--- src/ctrs_regs.svh ---
/*
  Constants of the transfer/return execution block: widths, the stack
  adjustment step and the field positions within stacked words.
  Assumes it is included by bare name from the package and modules.
*/
`ifndef CTRS_REGS_SVH
`define CTRS_REGS_SVH

// =====================================================================
// Widths
`define CTRS_ADDR_W 20
`define CTRS_WORD_W 16
`define CTRS_EXT_W 4

// =====================================================================
// Adjustment and field positions
`define CTRS_ADJ_STEP 20'h0_0002
`define CTRS_ADDR_ZERO 20'h0_0000
`define CTRS_WORD_ZERO 16'h0000
`define CTRS_PK_LSB 0
`define CTRS_PK_MSB 3

`endif

--- src/ctrs_pkg.sv ---
/*
  Types of the transfer/return execution block: operations, addressing
  modes, index base selection, sequencer states and the state record.
  Assumes ctrs_regs.svh is on the include path.
*/
`include "ctrs_regs.svh"

package ctrs_pkg;

  // =====================================================================
  // Operation and mode types
  typedef enum logic [3:0] {
    CTRS_OP_NONE = 4'h0,
    CTRS_OP_STACK_TO_X_COPY = 4'h1,
    CTRS_OP_STACK_TO_Y_COPY = 4'h2,
    CTRS_OP_X_TO_STACK_COPY = 4'h3,
    CTRS_OP_Y_TO_STACK_COPY = 4'h4,
    CTRS_OP_X_TO_Y_COPY = 4'h5,
    CTRS_OP_Y_TO_X_COPY = 4'h6,
    CTRS_OP_INTERRUPT_RETURN = 4'h7,
    CTRS_OP_SUB_RETURN = 4'h8,
    CTRS_OP_WAIT_FOR_IRQ = 4'h9,
    CTRS_OP_JUMP_OP = 4'hA,
    CTRS_OP_CALL_OP = 4'hB
  } ctrs_op_e;

  typedef enum logic {
    CTRS_INDEXED_20BIT_MODE = 1'b0,
    CTRS_EXTENDED_20BIT_MODE = 1'b1
  } ctrs_mode_e;

  typedef enum logic [1:0] {
    CTRS_BASE_X = 2'h0,
    CTRS_BASE_Y = 2'h1,
    CTRS_BASE_Z = 2'h2
  } ctrs_base_e;

  // Gray along idle -> pop1 -> pop2, wait beside idle
  typedef enum logic [1:0] {
    CTRS_ST_IDLE = 2'b00,
    CTRS_ST_POP1 = 2'b01,
    CTRS_ST_POP2 = 2'b11,
    CTRS_ST_WAIT = 2'b10
  } ctrs_state_e;

  typedef logic [`CTRS_ADDR_W-1:0] ctrs_addr_t;
  typedef logic [`CTRS_WORD_W-1:0] ctrs_word_t;

  // =====================================================================
  // Whole module state
  typedef struct packed {
    ctrs_state_e st;
    ctrs_op_e op;
    ctrs_addr_t sp;
    ctrs_word_t w1;
    logic x_wr;
    ctrs_addr_t x_d;
    logic y_wr;
    ctrs_addr_t y_d;
    logic sp_wr;
    ctrs_addr_t sp_d;
    logic ccr_wr;
    ctrs_word_t ccr_d;
    logic pc_wr;
    ctrs_addr_t pc_d;
    logic call;
  } ctrs_state_s;

endpackage : ctrs_pkg

--- src/ctrs_adj_if.sv ---
/*
  Carrier between the sequencer and the 20-bit plus/minus two adjuster.
  Assumes the package is compiled first.
*/
`timescale 1ns/1ps

interface ctrs_adj_if;
  import ctrs_pkg::*;
  ctrs_addr_t value;
  logic dec;
  ctrs_addr_t result;
  modport user (output value, output dec, input result);
  modport unit (input value, input dec, output result);
endinterface : ctrs_adj_if

--- src/ctrs_exec.sv ---
/*
  Execution of stack/index transfers, interrupt and subroutine returns,
  wait and 20-bit jumps. Assumes the decoder holds OP_* stable while
  OP_VALID is high until OP_READY, and the stack memory answers a held
  MEM_RD_REQ with one MEM_RD_VALID pulse.
*/
// What this block does
// - Stack-to-X copy writes stack value plus two into X.
// - Stack-to-Y copy writes stack value plus two into Y.
// - X-to-stack copy loads stack pointer with X minus two.
// - Y-to-stack copy loads stack pointer with Y minus two.
// - X-to-Y copy moves X extension field with the address.
// - Y-to-X copy moves Y extension field with the address.
// - Interrupt return reloads only program counter, condition codes and stack pointer.
// - Subroutine return pops two 16-bit words for the return location.
// - Wait suspends with no timeout until interrupt or reset.
// - Jump and call use 20-bit indexed and 20-bit extended addressing.
// - Restored condition codes take all sixteen stacked bits.
`timescale 1ns/1ps
`include "ctrs_regs.svh"

module ctrs_exec
  import ctrs_pkg::*;
(
  input wire logic SYS_CLK,
  input wire logic RESET,
  input wire logic OP_VALID,
  input wire ctrs_op_e OP_CODE,
  input wire ctrs_mode_e OP_MODE,
  input wire ctrs_base_e OP_BASE,
  input wire ctrs_addr_t OP_OPERAND,
  input wire ctrs_addr_t SP_CUR,
  input wire ctrs_addr_t X_CUR,
  input wire ctrs_addr_t Y_CUR,
  input wire ctrs_addr_t Z_CUR,
  input wire logic IRQ_PEND,
  input wire ctrs_word_t MEM_RD_DATA,
  input wire logic MEM_RD_VALID,
  output logic OP_READY,
  output logic MEM_RD_REQ,
  output ctrs_addr_t MEM_RD_ADDR,
  output logic WAITING,
  output logic X_WR,
  output ctrs_addr_t X_WR_DATA,
  output logic Y_WR,
  output ctrs_addr_t Y_WR_DATA,
  output logic SP_WR,
  output ctrs_addr_t SP_WR_DATA,
  output logic CCR_WR,
  output ctrs_word_t CCR_WR_DATA,
  output logic PC_WR,
  output ctrs_addr_t PC_WR_DATA,
  output logic CALL_STROBE
);

  // =====================================================================
  // Jump target
  function automatic ctrs_addr_t ctrs_target(input ctrs_mode_e mode, input ctrs_base_e base,
                                             input ctrs_addr_t off, input ctrs_addr_t bx,
                                             input ctrs_addr_t by, input ctrs_addr_t bz);
    ctrs_addr_t b;
    b = (base == CTRS_BASE_Y) ? by : (base == CTRS_BASE_Z) ? bz : bx;
    if (mode == CTRS_EXTENDED_20BIT_MODE)
      return off;
    return b + off;
  endfunction : ctrs_target

  ctrs_state_s cur_r;
  ctrs_state_s cur_nxt;
  ctrs_adj_if adj ();
  logic take;
  logic got;

  ctrs_adj20 u_adj (
    .adj (adj.unit)
  );

  // Handshake outputs
  assign OP_READY = (cur_r.st == CTRS_ST_IDLE);
  assign take = OP_VALID && OP_READY;
  assign MEM_RD_REQ = (cur_r.st == CTRS_ST_POP1) || (cur_r.st == CTRS_ST_POP2);
  assign MEM_RD_ADDR = cur_r.sp;
  assign got = MEM_RD_REQ && MEM_RD_VALID;
  assign WAITING = (cur_r.st == CTRS_ST_WAIT);

  // Registered data outputs
  assign X_WR = cur_r.x_wr;
  assign X_WR_DATA = cur_r.x_d;
  assign Y_WR = cur_r.y_wr;
  assign Y_WR_DATA = cur_r.y_d;
  assign SP_WR = cur_r.sp_wr;
  assign SP_WR_DATA = cur_r.sp_d;
  assign CCR_WR = cur_r.ccr_wr;
  assign CCR_WR_DATA = cur_r.ccr_d;
  assign PC_WR = cur_r.pc_wr;
  assign PC_WR_DATA = cur_r.pc_d;
  assign CALL_STROBE = cur_r.call;

  // =====================================================================
  // Adjuster operand selection
  always_comb
  begin
    adj.value = cur_r.sp;
    adj.dec = 1'b0;
    if (cur_r.st == CTRS_ST_IDLE)
    begin
      case (OP_CODE)
        CTRS_OP_STACK_TO_X_COPY, CTRS_OP_STACK_TO_Y_COPY: adj.value = SP_CUR;
        CTRS_OP_X_TO_STACK_COPY:
        begin
          adj.value = X_CUR;
          adj.dec = 1'b1;
        end
        CTRS_OP_Y_TO_STACK_COPY:
        begin
          adj.value = Y_CUR;
          adj.dec = 1'b1;
        end
        default: adj.value = cur_r.sp;
      endcase
    end
  end

  // =====================================================================
  // Next state
  always_comb
  begin
    cur_nxt = cur_r;
    cur_nxt.x_wr = 1'b0;
    cur_nxt.y_wr = 1'b0;
    cur_nxt.sp_wr = 1'b0;
    cur_nxt.ccr_wr = 1'b0;
    cur_nxt.pc_wr = 1'b0;
    cur_nxt.call = 1'b0;
    case (cur_r.st)
      CTRS_ST_IDLE:
      begin
        if (take)
        begin
          cur_nxt.op = OP_CODE;
          case (OP_CODE)
            CTRS_OP_STACK_TO_X_COPY:
            begin
              cur_nxt.x_wr = 1'b1;
              cur_nxt.x_d = adj.result;
            end
            CTRS_OP_STACK_TO_Y_COPY:
            begin
              cur_nxt.y_wr = 1'b1;
              cur_nxt.y_d = adj.result;
            end
            CTRS_OP_X_TO_STACK_COPY, CTRS_OP_Y_TO_STACK_COPY:
            begin
              cur_nxt.sp_wr = 1'b1;
              cur_nxt.sp_d = adj.result;
            end
            CTRS_OP_X_TO_Y_COPY:
            begin
              cur_nxt.y_wr = 1'b1;
              cur_nxt.y_d = X_CUR;
            end
            CTRS_OP_Y_TO_X_COPY:
            begin
              cur_nxt.x_wr = 1'b1;
              cur_nxt.x_d = Y_CUR;
            end
            CTRS_OP_INTERRUPT_RETURN, CTRS_OP_SUB_RETURN:
            begin
              cur_nxt.sp = SP_CUR;
              cur_nxt.st = CTRS_ST_POP1;
            end
            CTRS_OP_WAIT_FOR_IRQ: cur_nxt.st = IRQ_PEND ? CTRS_ST_IDLE : CTRS_ST_WAIT;
            CTRS_OP_JUMP_OP, CTRS_OP_CALL_OP:
            begin
              cur_nxt.pc_wr = 1'b1;
              cur_nxt.pc_d = ctrs_target(OP_MODE, OP_BASE, OP_OPERAND, X_CUR, Y_CUR, Z_CUR);
              cur_nxt.call = (OP_CODE == CTRS_OP_CALL_OP);
            end
            default: cur_nxt.st = CTRS_ST_IDLE;
          endcase
        end
      end
      CTRS_ST_POP1:
      begin
        if (got)
        begin
          cur_nxt.w1 = MEM_RD_DATA;
          cur_nxt.sp = adj.result;
          cur_nxt.st = CTRS_ST_POP2;
        end
      end
      CTRS_ST_POP2:
      begin
        if (got)
        begin
          cur_nxt.sp = adj.result;
          cur_nxt.sp_wr = 1'b1;
          cur_nxt.sp_d = adj.result;
          cur_nxt.pc_wr = 1'b1;
          cur_nxt.pc_d = {cur_r.w1[`CTRS_PK_MSB:`CTRS_PK_LSB], MEM_RD_DATA};
          cur_nxt.st = CTRS_ST_IDLE;
          if (cur_r.op == CTRS_OP_INTERRUPT_RETURN)
          begin
            cur_nxt.ccr_wr = 1'b1;
            cur_nxt.ccr_d = cur_r.w1;
          end
        end
      end
      CTRS_ST_WAIT:
      begin
        if (IRQ_PEND)
          cur_nxt.st = CTRS_ST_IDLE;
      end
      default: cur_nxt.st = CTRS_ST_IDLE;
    endcase
  end

  // =====================================================================
  // State register
  always_ff @(posedge SYS_CLK or posedge RESET)
  begin
    if (RESET)
      cur_r <= '0;
    else
      cur_r <= cur_nxt;
  end
endmodule : ctrs_exec

--- src/ctrs_adj20.sv ---
/*
  Adds or subtracts two on one full 20-bit extension:address quantity.
  Assumes a purely combinational use by its owner.
*/
`timescale 1ns/1ps
`include "ctrs_regs.svh"

module ctrs_adj20
  import ctrs_pkg::*;
(
  ctrs_adj_if.unit adj
);

  // =====================================================================
  // Carry and borrow run through the extension nibble
  always_comb
  begin
    if (adj.dec)
      adj.result = adj.value - `CTRS_ADJ_STEP;
    else
      adj.result = adj.value + `CTRS_ADJ_STEP;
  end

endmodule : ctrs_adj20

--- config.mk ---
export PLATFORM = sky130hd
export DESIGN_NAME = ctrs_exec
export DESIGN_NICKNAME = d
export VERILOG_FILES = /design/src/ctrs_pkg.sv /design/src/ctrs_adj_if.sv /design/src/ctrs_exec.sv /design/src/ctrs_adj20.sv
export VERILOG_INCLUDE_DIRS = /design/src
export SDC_FILE = /design/constraint.sdc
export NUM_CORES = 1
export LEC_CHECK = 0
export BUFFER_PORTS_ARGS = -buffer_cell sky130_fd_sc_hd__buf_4
export CAP_MARGIN = 20
export CORE_MARGIN = 2
export CORE_UTILIZATION = 26
export CTS_BUF_LIST = sky130_fd_sc_hd__clkbuf_2
export CTS_CLUSTER_DIAMETER = 200
export DETAILED_ROUTE_END_ITERATION = 10
export PLACE_DENSITY = 0.53
export REMOVE_ABC_BUFFERS = 1
export SLEW_MARGIN = 20
export SYNTH_ARGS = -nofsm -noshare
export SYNTH_HDL_FRONTEND = slang
export SYNTH_SLANG_ARGS = --single-unit
export TNS_END_PERCENT = 10
--- constraint.sdc ---
create_clock -name SYS_CLK -period 13 [get_ports SYS_CLK]
set_input_delay 0.65 -clock SYS_CLK [delete_from_list [all_inputs] [get_ports SYS_CLK]]
set_output_delay 0.65 -clock SYS_CLK [all_outputs]
set_load 0.02 [all_outputs]
## Word level (Yosys, flattened, before mapping)

Index checks and enable logic that the tools add are counted.

- Add/sub/neg operators: 3
- Reduce and logical (&&, ||, !) cells: 22
- Equal/unequal tests: 25
- Muxes and demuxes: 37

Operator list:

| kind | count |
|---|---|
| $pmux 21 s2 | 4 |
| $mux 20 | 8 |
| $pmux 20 s3 | 2 |
| $mux 63 | 1 |
| $mux 59 | 1 |
| $mux 22 | 2 |
| $mux 42 | 1 |
| $mux 36 | 1 |
| $mux 17 | 2 |
| $mux 26 | 1 |
| $mux 21 | 1 |
| $add 20x2->20 const B | 1 |
| $add 20x20->20 | 1 |
| $eq 4x3->1 const B | 5 |
| $sub 20x2->20 const B | 1 |
| $eq 4x4->1 const B | 4 |
| $ne 2x2->1 const B | 5 |
| $reduce_and 5->1 | 2 |
| $reduce_and 3->1 | 3 |
| $eq 4x2->1 const B | 2 |
| $mux 2 | 4 |
| $pmux 2 s4 | 1 |
| $reduce_and 4->1 | 2 |
| $reduce_or 2->1 | 4 |
| 13 further kinds | 28 |

- Output and inout bits: 125
- Register bits: 144
- Logic and storage cells: 102

## Longest topological paths before layout

Gate-level depths: netlist of the first run.

- Depth after elaboration: 9
- Depth in mapped cells: 18

## Hierarchy

From an unflattened synthesis of the first run, not the netlist that was laid out.

- Cell total of the unflattened synthesis: 1,111
- Area, all modules: 9,799.4 µm²

Modules (own cells, without submodules):

| module | times used | area each (µm²) | cells each |
|---|---|---|---|
| ctrs_exec | 1 | 8,941.1 | 996 |
| ctrs_adj20 | 1 | 858.3 | 115 |

## Worst setup path before layout of the first run

Ideal clock, no wire load.

- Path type: reg2reg
- From: register cur_r[142] (netlist name)
- To: register cur_r, in the netlist X_WR_DATA[19]
- Arrival: 4.029 ns
- Stages on the path, launching flop included: 15
- Path slack: 8.851 ns
- Required time: 12.880 ns
- Buffers on the path: 0
- Setup time: 0.120 ns
- Period minus slack after synthesis: 4.149 ns
- Cell sequence: dfrtp_1 -> inv_1 -> ha_1 -> nor2b_1 -> nor2b_1 -> ha_1 -> a21o_1 -> a21oi_1 -> o211ai_1 -> a41oi_1 -> o21a_1 -> o31ai_1 -> a21oi_1 -> xnor2_1 -> a31o_2

- Cells in the longest elaborated chain, start to end: 5
- Elaborated cells between the ends (all ways): 9
- Those cells by class: 2 x add/sub; 4 x mux; 3 x reduce/logical

Ends and longest elaborated chain:

| element | line | text |
|---|---|---|
| start: declaration | ctrs_exec.sv:68 | `ctrs_state_s cur_r;` |
| start signal: assignment | ctrs_exec.sv:225 | `cur_r <= cur_nxt;` |
| $logic_not 2->1 * | n/a |  |
| via OP_READY | ctrs_exec.sv:39 | `output logic OP_READY,` |
| $mux 20 | ctrs_exec.sv:105 | `if (cur_r.st == CTRS_ST_IDLE)` |
| $add 20x2->20 (no line) / $sub 20x2->20 (equally long branches) | n/a |  |
| $mux 20 | ctrs_adj20.sv:18 | `if (adj.dec)` |
| $pmux 21 s2 | ctrs_exec.sv:141 | `case (OP_CODE)` |

The timed path passes the listed nets; every way through them passes the cells marked *.
A chain may end at the register's enable or synchronous reset.

## Worst setup path after layout of the first run

- From: register cur_r[142] (netlist name)
- To: register cur_r, in the netlist MEM_RD_ADDR[17]

- Cells in the longest elaborated chain, start to end: 6
- Elaborated cells between the ends (all ways): 20
- Those cells by class: 2 x add/sub; 6 x eq/ne; 6 x mux; 6 x reduce/logical

Ends and longest elaborated chain:

| element | line | text |
|---|---|---|
| $logic_not 2->1 | n/a |  |
| $mux 20 | ctrs_exec.sv:105 |  |
| $add 20x2->20 (no line) / $sub 20x2->20 (equally long branches) | n/a |  |
| $mux 20 | ctrs_adj20.sv:18 |  |
| $mux 20 / $mux 36 (equally long branches) | ctrs_exec.sv:194, ctrs_exec.sv:185 |  |
| $pmux 20 s3 | ctrs_exec.sv:135 | `case (cur_r.st)` |

Parallel ways exist; a longest one is shown, timed or not. The select of a mux whose other input is x is not followed.

==> impl_metrics.json, run 1 <==
{
  "numPortBuffers": 252,
  "max_stage_delay_ns": 0.62,
  "synthMuxAreaShare_pct": 4.34,
  "min_path_cells": 3,
  "critical_path_peak_fanout": 20,
  "hold_class": "in -> reg",
  "die_height_um": 197,
  "synth_edf_count": 0,
  "dpl.cell_count": 1669,
  "drtIter0Drc": 621,
  "drive_gt1_share_pct": 29.1,
  "synth_top_family_by_area": "compound AO/OA/AOI/OAI gates",
  "period_needed_ns": 4.75,
  "clock_latency_ns": 0.83,
  "synth_area_per_cell_um2": 8.85,
  "seq_area_um2": 3600,
  "period_share_pct": 36.6,
  "grt_max_degree": 93,
  "synth-xor-area-share_pct": 2.95,
  "path_class": "reg -> reg",
  "area_growth_pct": 22.0,
  "clock_skew_ns": 0.0438,
  "start_kind": "register",
  "ys_types": 65,
  "antenna_found_initial": 3,
  "synth_compound_area_share_pct": 23.8,
  "crit_path_end_kind": "register",
  "slew_headroom_pct": 29.2,
  "drt-total-wl_um": 38700,
  "wire_per_inst_um": 22.4,
  "leakage_nw": 5.48,
  "tns_ns": 0,
  "synth-simple-area-share_pct": 14.1,
  "fp.dieArea_um2": 38900,
  "cts_buffer_depth": 2,
  "yosysTopAreaCellShare_pct": 37.1,
  "die_width_um": 197,
  "gp_routability_congestion": 0.847,
  "clock-sinks": 144,
  "cp_top_family": "compound AO/OA/AOI/OAI gates",
  "viasPerCell": 5.14,
  "fmax_mhz": 210,
  "first_pass_iters": 7,
  "dp_hpwl_um": 29600,
  "cts_buffers": 17,
  "layout.nets": 1416,
  "path_cells": "inv_1 > ha_1 > nor2b_1 > o21a_1 > a31oi_2 > fa_1 > a21o_1 > a21oi_1 > o211ai_1 > a41oi_1 > o21a_1 > o31ai_1 > a21oi_1 > xor2_1 > o21ai_0",
  "finalSetupViolCount": 0,
  "cts.repair.resized": 0,
  "antenna_left": 0,
  "worst_slew_pin_slew_ns": 1.06,
  "rrSetupSlack_ns": 8.25,
  "rsz0062_at_grt": "no",
  "worst_hold_path.endpoint": "MEM_RD_ADDR[18]",
  "path_buf_inv": 1,
  "r2r_end": "MEM_RD_ADDR[17]",
  "cts_tree": "done",
  "grt_overflow": 0,
  "core_um2": 36700,
  "syn-instance-count": 1098,
  "synth_seq_cells": 144,
  "final_cells": 1727,
  "grt_use_total_pct": 19.9,
  "synthFlopType": "dfrtp_1",
  "grt_pass1_wl_um": 56700,
  "grt_pass1_vias": 8665,
  "r2r_cells": 15,
  "synth.yosys.seq_area_share_pct": 37.1,
  "synthAdderAreaFrac_pct": 5.82,
  "drc": 0,
  "min_from": "SP_CUR[18]",
  "finalHoldViolCount": 0,
  "clk_pin_slew_worst_paths_ns": 0.24,
  "worstSetupStartpoint": "cur_r[142]",
  "rows": 70,
  "vias": 8872,
  "mostFrequentLayoutCell": "buf_4",
  "yosys_warnings": 0,
  "irDropWorstVdd_mv": 0.0738,
  "htreeDepth": 4,
  "status": "completed",
  "synthArstFlopShare_pct": 100,
  "p_per_area_nw_per_um2": 164,
  "max_cap_viol_count": 0,
  "crit_arrival_ns": 5.46,
  "netlist_area_um2": 9710,
  "synth.area.top_cells": "dfrtp_1 (37%), buf_4 (9.0%), ha_1 (5.4%)",
  "final_max_slew_viol_count": 0,
  "required_ns": 13.71,
  "cp_slowest_cell": "o21a_1",
  "fill_cells": 3847,
  "cts_setup_buffers": 0,
  "final_cell_mix": "buf_4 (274), dfrtp_1 (144), nor2_1 (117), nand2_1 (104), a21oi_1 (76)",
  "yosys.area.top_type": "dfrtp_1",
  "ios": 253,
  "root_buffer": "clkbuf_2",
  "multiInputGateArea_um2": 5010,
  "ctsHoldBuffers": 22,
  "start_util_pct": 26.5,
  "reg2reg_from": "cur_r[142]"
}
[through the flow]
stage | setup slack [ns] | area [µm²] | util (%) | total power [mW] | hold WS (ns)
after global routing | 7.86 | 11900 | 32.3 | 2.08 | 0.00197
after detailed placement | 8.27 | 11300 | 30.9 | 1.64 | 0.455
after CTS | 8.22 | 11800 | 32.2 | 1.97 | 0.00114
after global placement | 8.25 | 11300 | 30.9 | 1.63 | 0.458
after floorplan | 8.48 | 8620 | - | 1.22 | 0.437
final | 8.25 | 11900 | 32.3 | 1.95 | 0.0782
[cells by family after synthesis]
family                     Yosys count
muxes                               38
and+or+nand+nor                    308
buffers and inverters              186
AOI/OAI and AO/OA                  347
DFF                                144
adders and majority gates           44
xor gates and xnor gates            31
[registers in the layout, indices dropped and copies added (netlist names), 16 cells and up]
| signal | flops |
|---|---|
| cur_r | 22 |
| MEM_RD_ADDR | 20 |
| PC_WR_DATA | 20 |
| X_WR_DATA | 20 |
| SP_WR_DATA | 20 |
| Y_WR_DATA | 20 |
| CCR_WR_DATA | 16 |
[final cells by class]
type | count | area share, %
inverter | 15 | 0.517
multi-input combinational | 768 | 42.3
clock inverter | 13 | 1.56
antenna | 2 | 0.0422
clock buffer | 19 | 0.802
sequential | 144 | 30.4
tap | 468 | 4.94
timing repair buffer | 298 | 19.4
[worst min-delay path: stages]
cell and delay (ns):
buf_4 0.09, a31oi_1 0.06, o21ai_1 0.07
[metal layers]
layer	GRT usage, %	vias to the layer above	share of wire, %
met5	0	-	0.034
met4	6.32	2	2.2
met3	4.00	42	6.4
met2	32.4	350	47
met1	26.3	4320	44
li1	-	4158	-
[Yosys cell counts, drive strengths merged, types with 21 or more instances]
master / count
dfrtp: 144
nor2: 118
clkbuf: 47
o21ai: 86
buf: 124
nand2: 104
a21oi: 77
a22o: 25
a22oi: 38
ha: 42
nand2b: 23
o22ai: 21
mux2: 33
[report_power, final]
part           switching (mW)  internal (mW)
Clock                   0.191          0.129
Combinational           0.568          0.387
Sequential             0.0951          0.577
Total                   0.854           1.09
[worst max-delay path by stage]
stage,to,cells past startpoint
global route,MEM_RD_ADDR[17],15
CTS,MEM_RD_ADDR[17],15
finish,MEM_RD_ADDR[17],15
floorplan,CALL_STROBE,1
global placement,PC_WR_DATA[19],16
detailed placement,PC_WR_DATA[18],17
(Power assumes the default switching activity.)
==> run 2, diff against run 1 <==
- ABC_AREA: not set -> 1
- PLACE_DENSITY: 0.53 -> 0.54
- clock period: 13 -> 4.3 ns (I/O delays scaled with it)
==> impl_metrics.json, run 2 <==
{
  "status": "completed",
  "critical_path_peak_fanout": 18,
  "required_ns": 4.97,
  "core_um2": 39500,
  "final_cell_mix": "nand2_1 (315), buf_4 (270), a21oi_1 (167), dfrtp_1 (144), nor2_1 (141)",
  "synth_seq_cells": 144,
  "worst_slew_pin_slew_ns": 1.10,
  "area_growth_pct": 30.3,
  "syn-instance-count": 1442,
  "dp_hpwl_um": 33400,
  "yosysMostFrequentCell": "nand2_1",
  "vias": 11000,
  "synthFlopType": "dfrtp_1",
  "ctsHoldBuffers": 120,
  "largest_register": "cur_r",
  "fill_cells": 4199,
  "cts_tree": "done",
  "max_stage_delay_ns": 0.48,
  "irDropWorstVdd_mv": 0.330,
  "path_class": "reg -> reg",
  "period_share_pct": 85.6,
  "synth.area.top_cells": "dfrtp_1 (35%), nand2_1 (11%), buf_4 (8.4%)",
  "numPortBuffers": 252,
  "antenna_left": 0,
  "drive_gt1_share_pct": 20.3,
  "crit_path_end_kind": "register",
  "synth.yosys.seq_area_share_pct": 34.8,
  "cts_buffers": 17,
  "synth_area_per_cell_um2": 7.18,
  "fmax_mhz": 272,
  "final_max_slew_viol_count": 0,
  "first_pass_iters": 5,
  "htreeDepth": 4,
  "yosys.area.top_type": "dfrtp_1",
  "drc": 0,
  "p_per_area_nw_per_um2": 562,
  "cp_top_family": "simple AND/OR/NAND/NOR gates",
  "cpMostUsedCell": "nor2_1",
  "yosysTopAreaCellShare_pct": 34.8,
  "root_buffer": "clkbuf_2",
  "final_cells": 2230,
  "clk_pin_slew_worst_paths_ns": 0.33,
  "seq_area_um2": 3600,
  "grt_use_total_pct": 21.0,
  "mostFrequentLayoutCell": "nand2_1",
  "start_kind": "register",
  "rows": 73,
  "cp_slowest_cell": "dfrtp_1",
  "tns_ns": 0,
  "rsz0062_at_grt": "no",
  "cts_buffer_depth": 2,
  "finalSetupViolCount": 0,
  "die_height_um": 204,
  "leakage_nw": 6.82,
  "yosys_warnings": 0,
  "period_needed_ns": 3.68,
  "die_width_um": 204,
  "synthArstFlopShare_pct": 100,
  "viasPerCell": 4.92,
  "grt_overflow": 0,
  "cts.repair.resized": 0,
  "ys_types": 49,
  "clock-sinks": 144,
  "grt_max_degree": 76,
  "netlist_area_um2": 10400,
  "synth_edf_count": 0,
  "clock_latency_ns": 0.82,
  "clock_skew_ns": 0.0868,
  "ios": 253,
  "path_buf_inv": 3,
  "crit_arrival_ns": 4.35,
  "max_cap_viol_count": 0,
  "finalHoldViolCount": 0,
  "layout.nets": 1863,
  "grt_pass1_vias": 10800,
  "largest_register_ff_count": 22,
  "drt-total-wl_um": 44000,
  "cts_setup_buffers": 0,
  "start_util_pct": 26.2,
  "antenna_found_initial": 3,
  "fp.dieArea_um2": 41500,
  "grt_pass1_wl_um": 65500,
  "slew_headroom_pct": 26.4,
  "synthTopCellsByCount": "nand2_1 (315), a21oi_1 (167), dfrtp_1 (144)",
  "dpl.cell_count": 2076,
  "path_cells": "inv_1 > ha_1 > nand2_2 > nand2_4 > inv_2 > a211oi_1 > a21oi_1 > ha_1 > a21oi_1 > nor2_1 > nor2_1 > nor2_1 > nor2_1 > inv_1 > a21oi_1 > nand3_1 > nand3_1 > a22oi_1",
  "wire_per_inst_um": 19.7,
  "drtIter0Drc": 1002,
  "hold_class": "in -> reg",
  "multiInputGateArea_um2": 5130,
  "gp_routability_congestion": 0.937
}
## run 2: cell types whose count changed in the layout (fill, tap and decap cells not counted), moves of 14 or more
cell / before / now
nor2_1: 117 / 141
a222oi_1: 18 / 0
a22o_1: 25 / 8
o221ai_1: 1 / 18
mux2_2: 33 / 0
a21oi_1: 76 / 167
a22oi_1: 38 / 16
dlygate4sd3_1: 23 / 120
nand2b_1: 23 / 0
nand3_1: 10 / 72
nand2_1: 104 / 315
xnor2_1: 18 / 4
inv_1: 14 / 136
## run 2: worst paths after layout
check | from | slack (ns) | cells after the start | end
setup / recovery | cur_r[142] | 0.62 | 18 | MEM_RD_ADDR[18]
hold / removal | Z_CUR[16] | 0.17 | 9 | PC_WR_DATA[16]
setup reg to reg | cur_r[142] | 0.62 | 18 | MEM_RD_ADDR[18]
hold reg to reg | cur_r[112] | 0.51 | 2 | CCR_WR_DATA[10]
max in group asynchronous | RESET | 2.74 | 5 | MEM_RD_ADDR[4]
min in group asynchronous | RESET | 0.61 | 4 | PC_WR_DATA[13]
## run 2: area by class of cell
cell class	instances	area share, %
Antenna cell	1	0.0185
Multi-Input combinational cell	985	38.0
Clock inverter	15	1.29
Tap cell	525	4.87
Clock buffer	17	0.630
Inverter	151	4.25
Timing Repair Buffer	392	24.3
Sequential cell	144	26.7
## run 2: tightest hold or removal path: cells and delay by family
| family | cells | cell delay [ns] |
|---|---|---|
| simple gates | 4 | 0.24 |
| compound gates | 3 | 0.22 |
| fa+ha+maj | 1 | 0.21 |
| buf+inv | 1 | 0.10 |
## run 2: routing by layer
layer  share of wire, %  up-vias  routed length [µm]  global-route usage (%)
met5              0.052        -                  23                       0
met4                2.9        4                1290                    7.19
met2                 46      477               20000                    33.8
met1                 44     5249               19500                    28.5
li1                   -     5178                   -                       -
met3                7.3       61                3210                    3.61
## run 2: power breakdown
group / internal (mW) / switching, mW / leakage, nW
Sequential: 1.89 / 0.379 / 1.87
Combinational: 1.62 / 2.76 / 4.80
Clock: 0.289 / 0.654 / 0.148
## run 2: metrics by stage
step	hold slack, ns	area (µm²)	util [%]	setup WS, ns	total power, mW
after global placement	0.360	12000	30.4	0.644	6.49
after detailed placement	0.372	12000	30.4	0.583	6.51
after floorplan	0.325	9300	-	0.219	4.67
final	0.165	13500	34.1	0.620	7.59
after global routing	0.126	13500	34.1	0.310	8.12
after CTS	0.105	13500	34.1	0.639	7.62
## run 2: cells by family after synthesis
kind of cell,share of synthesized area (%)
adder cells (fa/ha/maj),5.46
XOR/XNOR,0.990
AO/OA/AOI/OAI,19.8
AND/OR/NAND/NOR,23.3
flip-flops,34.8
buffers and inverters,15.7
==> run 3, diff against run 2 <==
- PLACE_DENSITY: 0.54 -> not set
==> impl_metrics.json, run 3 (same netlist as run 2, synthesis figures left out) <==
{
  "drc": 0,
  "numPortBuffers": 252,
  "utilization_pct": 33.9,
  "final_cell_mix": "nand2_1 (315), buf_4 (272), a21oi_1 (167), dfrtp_1 (144), nor2_1 (142)",
  "cts_setup_buffers": 0,
  "power_frac_clock_pct": 13.1,
  "vias": 10800,
  "required_ns": 4.97,
  "largest_register_ff_count": 22,
  "slew_headroom_pct": 34.2,
  "drt-total-wl_um": 43600,
  "worst_slew_pin_slew_ns": 0.981,
  "reg2reg_from": "cur_r[142]",
  "tns_ns": 0,
  "core_um2": 39500,
  "crit_path_end_kind": "register",
  "clock_skew_ns": 0.0613,
  "ios": 253,
  "viasPerCell": 4.87,
  "critical_path_peak_fanout": 17,
  "start_util_pct": 26.2,
  "crit_arrival_ns": 4.33,
  "irDropWorstVdd_mv": 0.250,
  "finalSetupViolCount": 0,
  "hold_class": "in -> async",
  "combPwrFrac_pct": 57.1,
  "cts.repair.resized": 0,
  "multiInputGateArea_um2": 5130,
  "final_max_slew_viol_count": 0,
  "mostFrequentLayoutCell": "nand2_1",
  "swShare_pct": 49.0,
  "gp_routability_congestion": 0.900,
  "rsz0062_at_grt": "no",
  "max_cap_viol_count": 0,
  "die_height_um": 204,
  "fmax_mhz": 273,
  "path_class": "reg -> reg",
  "clock-sinks": 144,
  "wire_per_inst_um": 19.6,
  "grt_use_total_pct": 21.0,
  "grt_overflow": 0,
  "htreeDepth": 4,
  "antenna_left": 0,
  "largest_register": "cur_r",
  "seq_area_um2": 3600,
  "clk_pin_slew_worst_paths_ns": 0.28,
  "worstSetupStartpoint": "cur_r[142]",
  "die_width_um": 204,
  "p_seq_share_pct": 29.8,
  "start_kind": "register",
  "drtIter0Drc": 764,
  "clock_latency_ns": 0.79,
  "period_needed_ns": 3.67,
  "fill_cells": 4181,
  "cts_buffers": 17,
  "first_pass_iters": 5,
  "area_growth_pct": 29.5,
  "p_per_area_nw_per_um2": 567,
  "cts_tree": "done",
  "drive_gt1_share_pct": 20.3,
  "cts_buffer_depth": 2,
  "internal_power_mw": 3.88,
  "finalHoldViolCount": 0,
  "layout.nets": 1854,
  "fp.dieArea_um2": 41500,
  "grt_max_degree": 72,
  "leakage_nw": 6.78,
  "period_share_pct": 85.3,
  "grt_pass1_vias": 10900,
  "root_buffer": "clkbuf_2",
  "antenna_found_initial": 2,
  "rows": 73,
  "grt_pass1_wl_um": 65500,
  "dp_hpwl_um": 33400,
  "status": "completed",
  "p_switching_mw": 3.72
}
==> run 3: stage by stage <==
stage | hold WS, ns | instance area (µm²) | std cells | setup WS [ns] | power, mW
2_1_floorplan | 0.325 | 9300 | 1280 | 0.219 | 4.67
3_3_place_gp | 0.367 | 12000 | 2077 | 0.671 | 6.49
3_5_place_dp | 0.364 | 12000 | 2077 | 0.649 | 6.50
4_1_cts | 0.000957 | 13400 | 2220 | 0.679 | 7.64
5_1_grt | 0.00158 | 13400 | 2222 | 0.325 | 8.15
6_report | 0.0462 | 13400 | 2222 | 0.634 | 7.60
==> run 3: final timing paths <==
check / to / slack (ns) / depth (start not counted)
max reg2reg: X_WR_DATA[18] / 0.63 / 14
min in group SYS_CLK: cur_r[113] / 0.05 / 4
max in group asynchronous: SP_WR_DATA[6] / 3.21 / 4
min reg2reg: CCR_WR_DATA[8] / 0.50 / 2
max: X_WR_DATA[18] / 0.63 / 14
min: Y_WR_DATA[14] / 0.05 / 3
==> run 3: layer usage <==
layer / share of wire, % / vias to the layer above / global-route usage, % / routed length (µm)
met2: 46 / 497 / 34.4 / 20200
met1: 44 / 5081 / 27.5 / 19100
li1: - / 5161 / - / -
met4: 3.3 / 0 / 8.00 / 1460
met5: 0 / - / 0 / 0
met3: 6.6 / 78 / 3.84 / 2890
==> run 3: area by class of cell <==
type | count | area share (%)
antenna | 2 | 0.0373
sequential | 144 | 26.9
clock inverter | 15 | 1.53
inverter | 151 | 4.28
clock buffer | 17 | 0.634
timing repair buffer | 383 | 23.5
multi-input combinational | 985 | 38.2
tap | 525 | 4.90
==> run 3: power by group through the flow <==
stage	Clock, mW	Sequential [mW]	Combinational (mW)
after global placement	0	2.29	4.20
after detailed placement	0	2.29	4.21
final	0.993	2.26	4.34
after floorplan	0	2.73	1.94
after global routing	1.08	2.33	4.74
after CTS	1.02	2.27	4.35
==> run 3: timing repair <==
action                                 CTS  global route
hold buffers                           111             0
endpoints found under the hold margin  175             0
setup endpoints to repair                0             0
==> run 3: critical path: stages (launching register included) <==
cell	delay, ns
dfrtp_1	0.46
inv_1	0.13
ha_1	0.38
nand2_2	0.18
inv_1	0.55
buf_4	0.24
ha_1	0.28
a21oi_1	0.30
nor2_1	0.08
nor2_1	0.20
o21ai_0	0.12
a21oi_1	0.20
nand3_1	0.20
nand3_1	0.14
a21oi_1	0.09
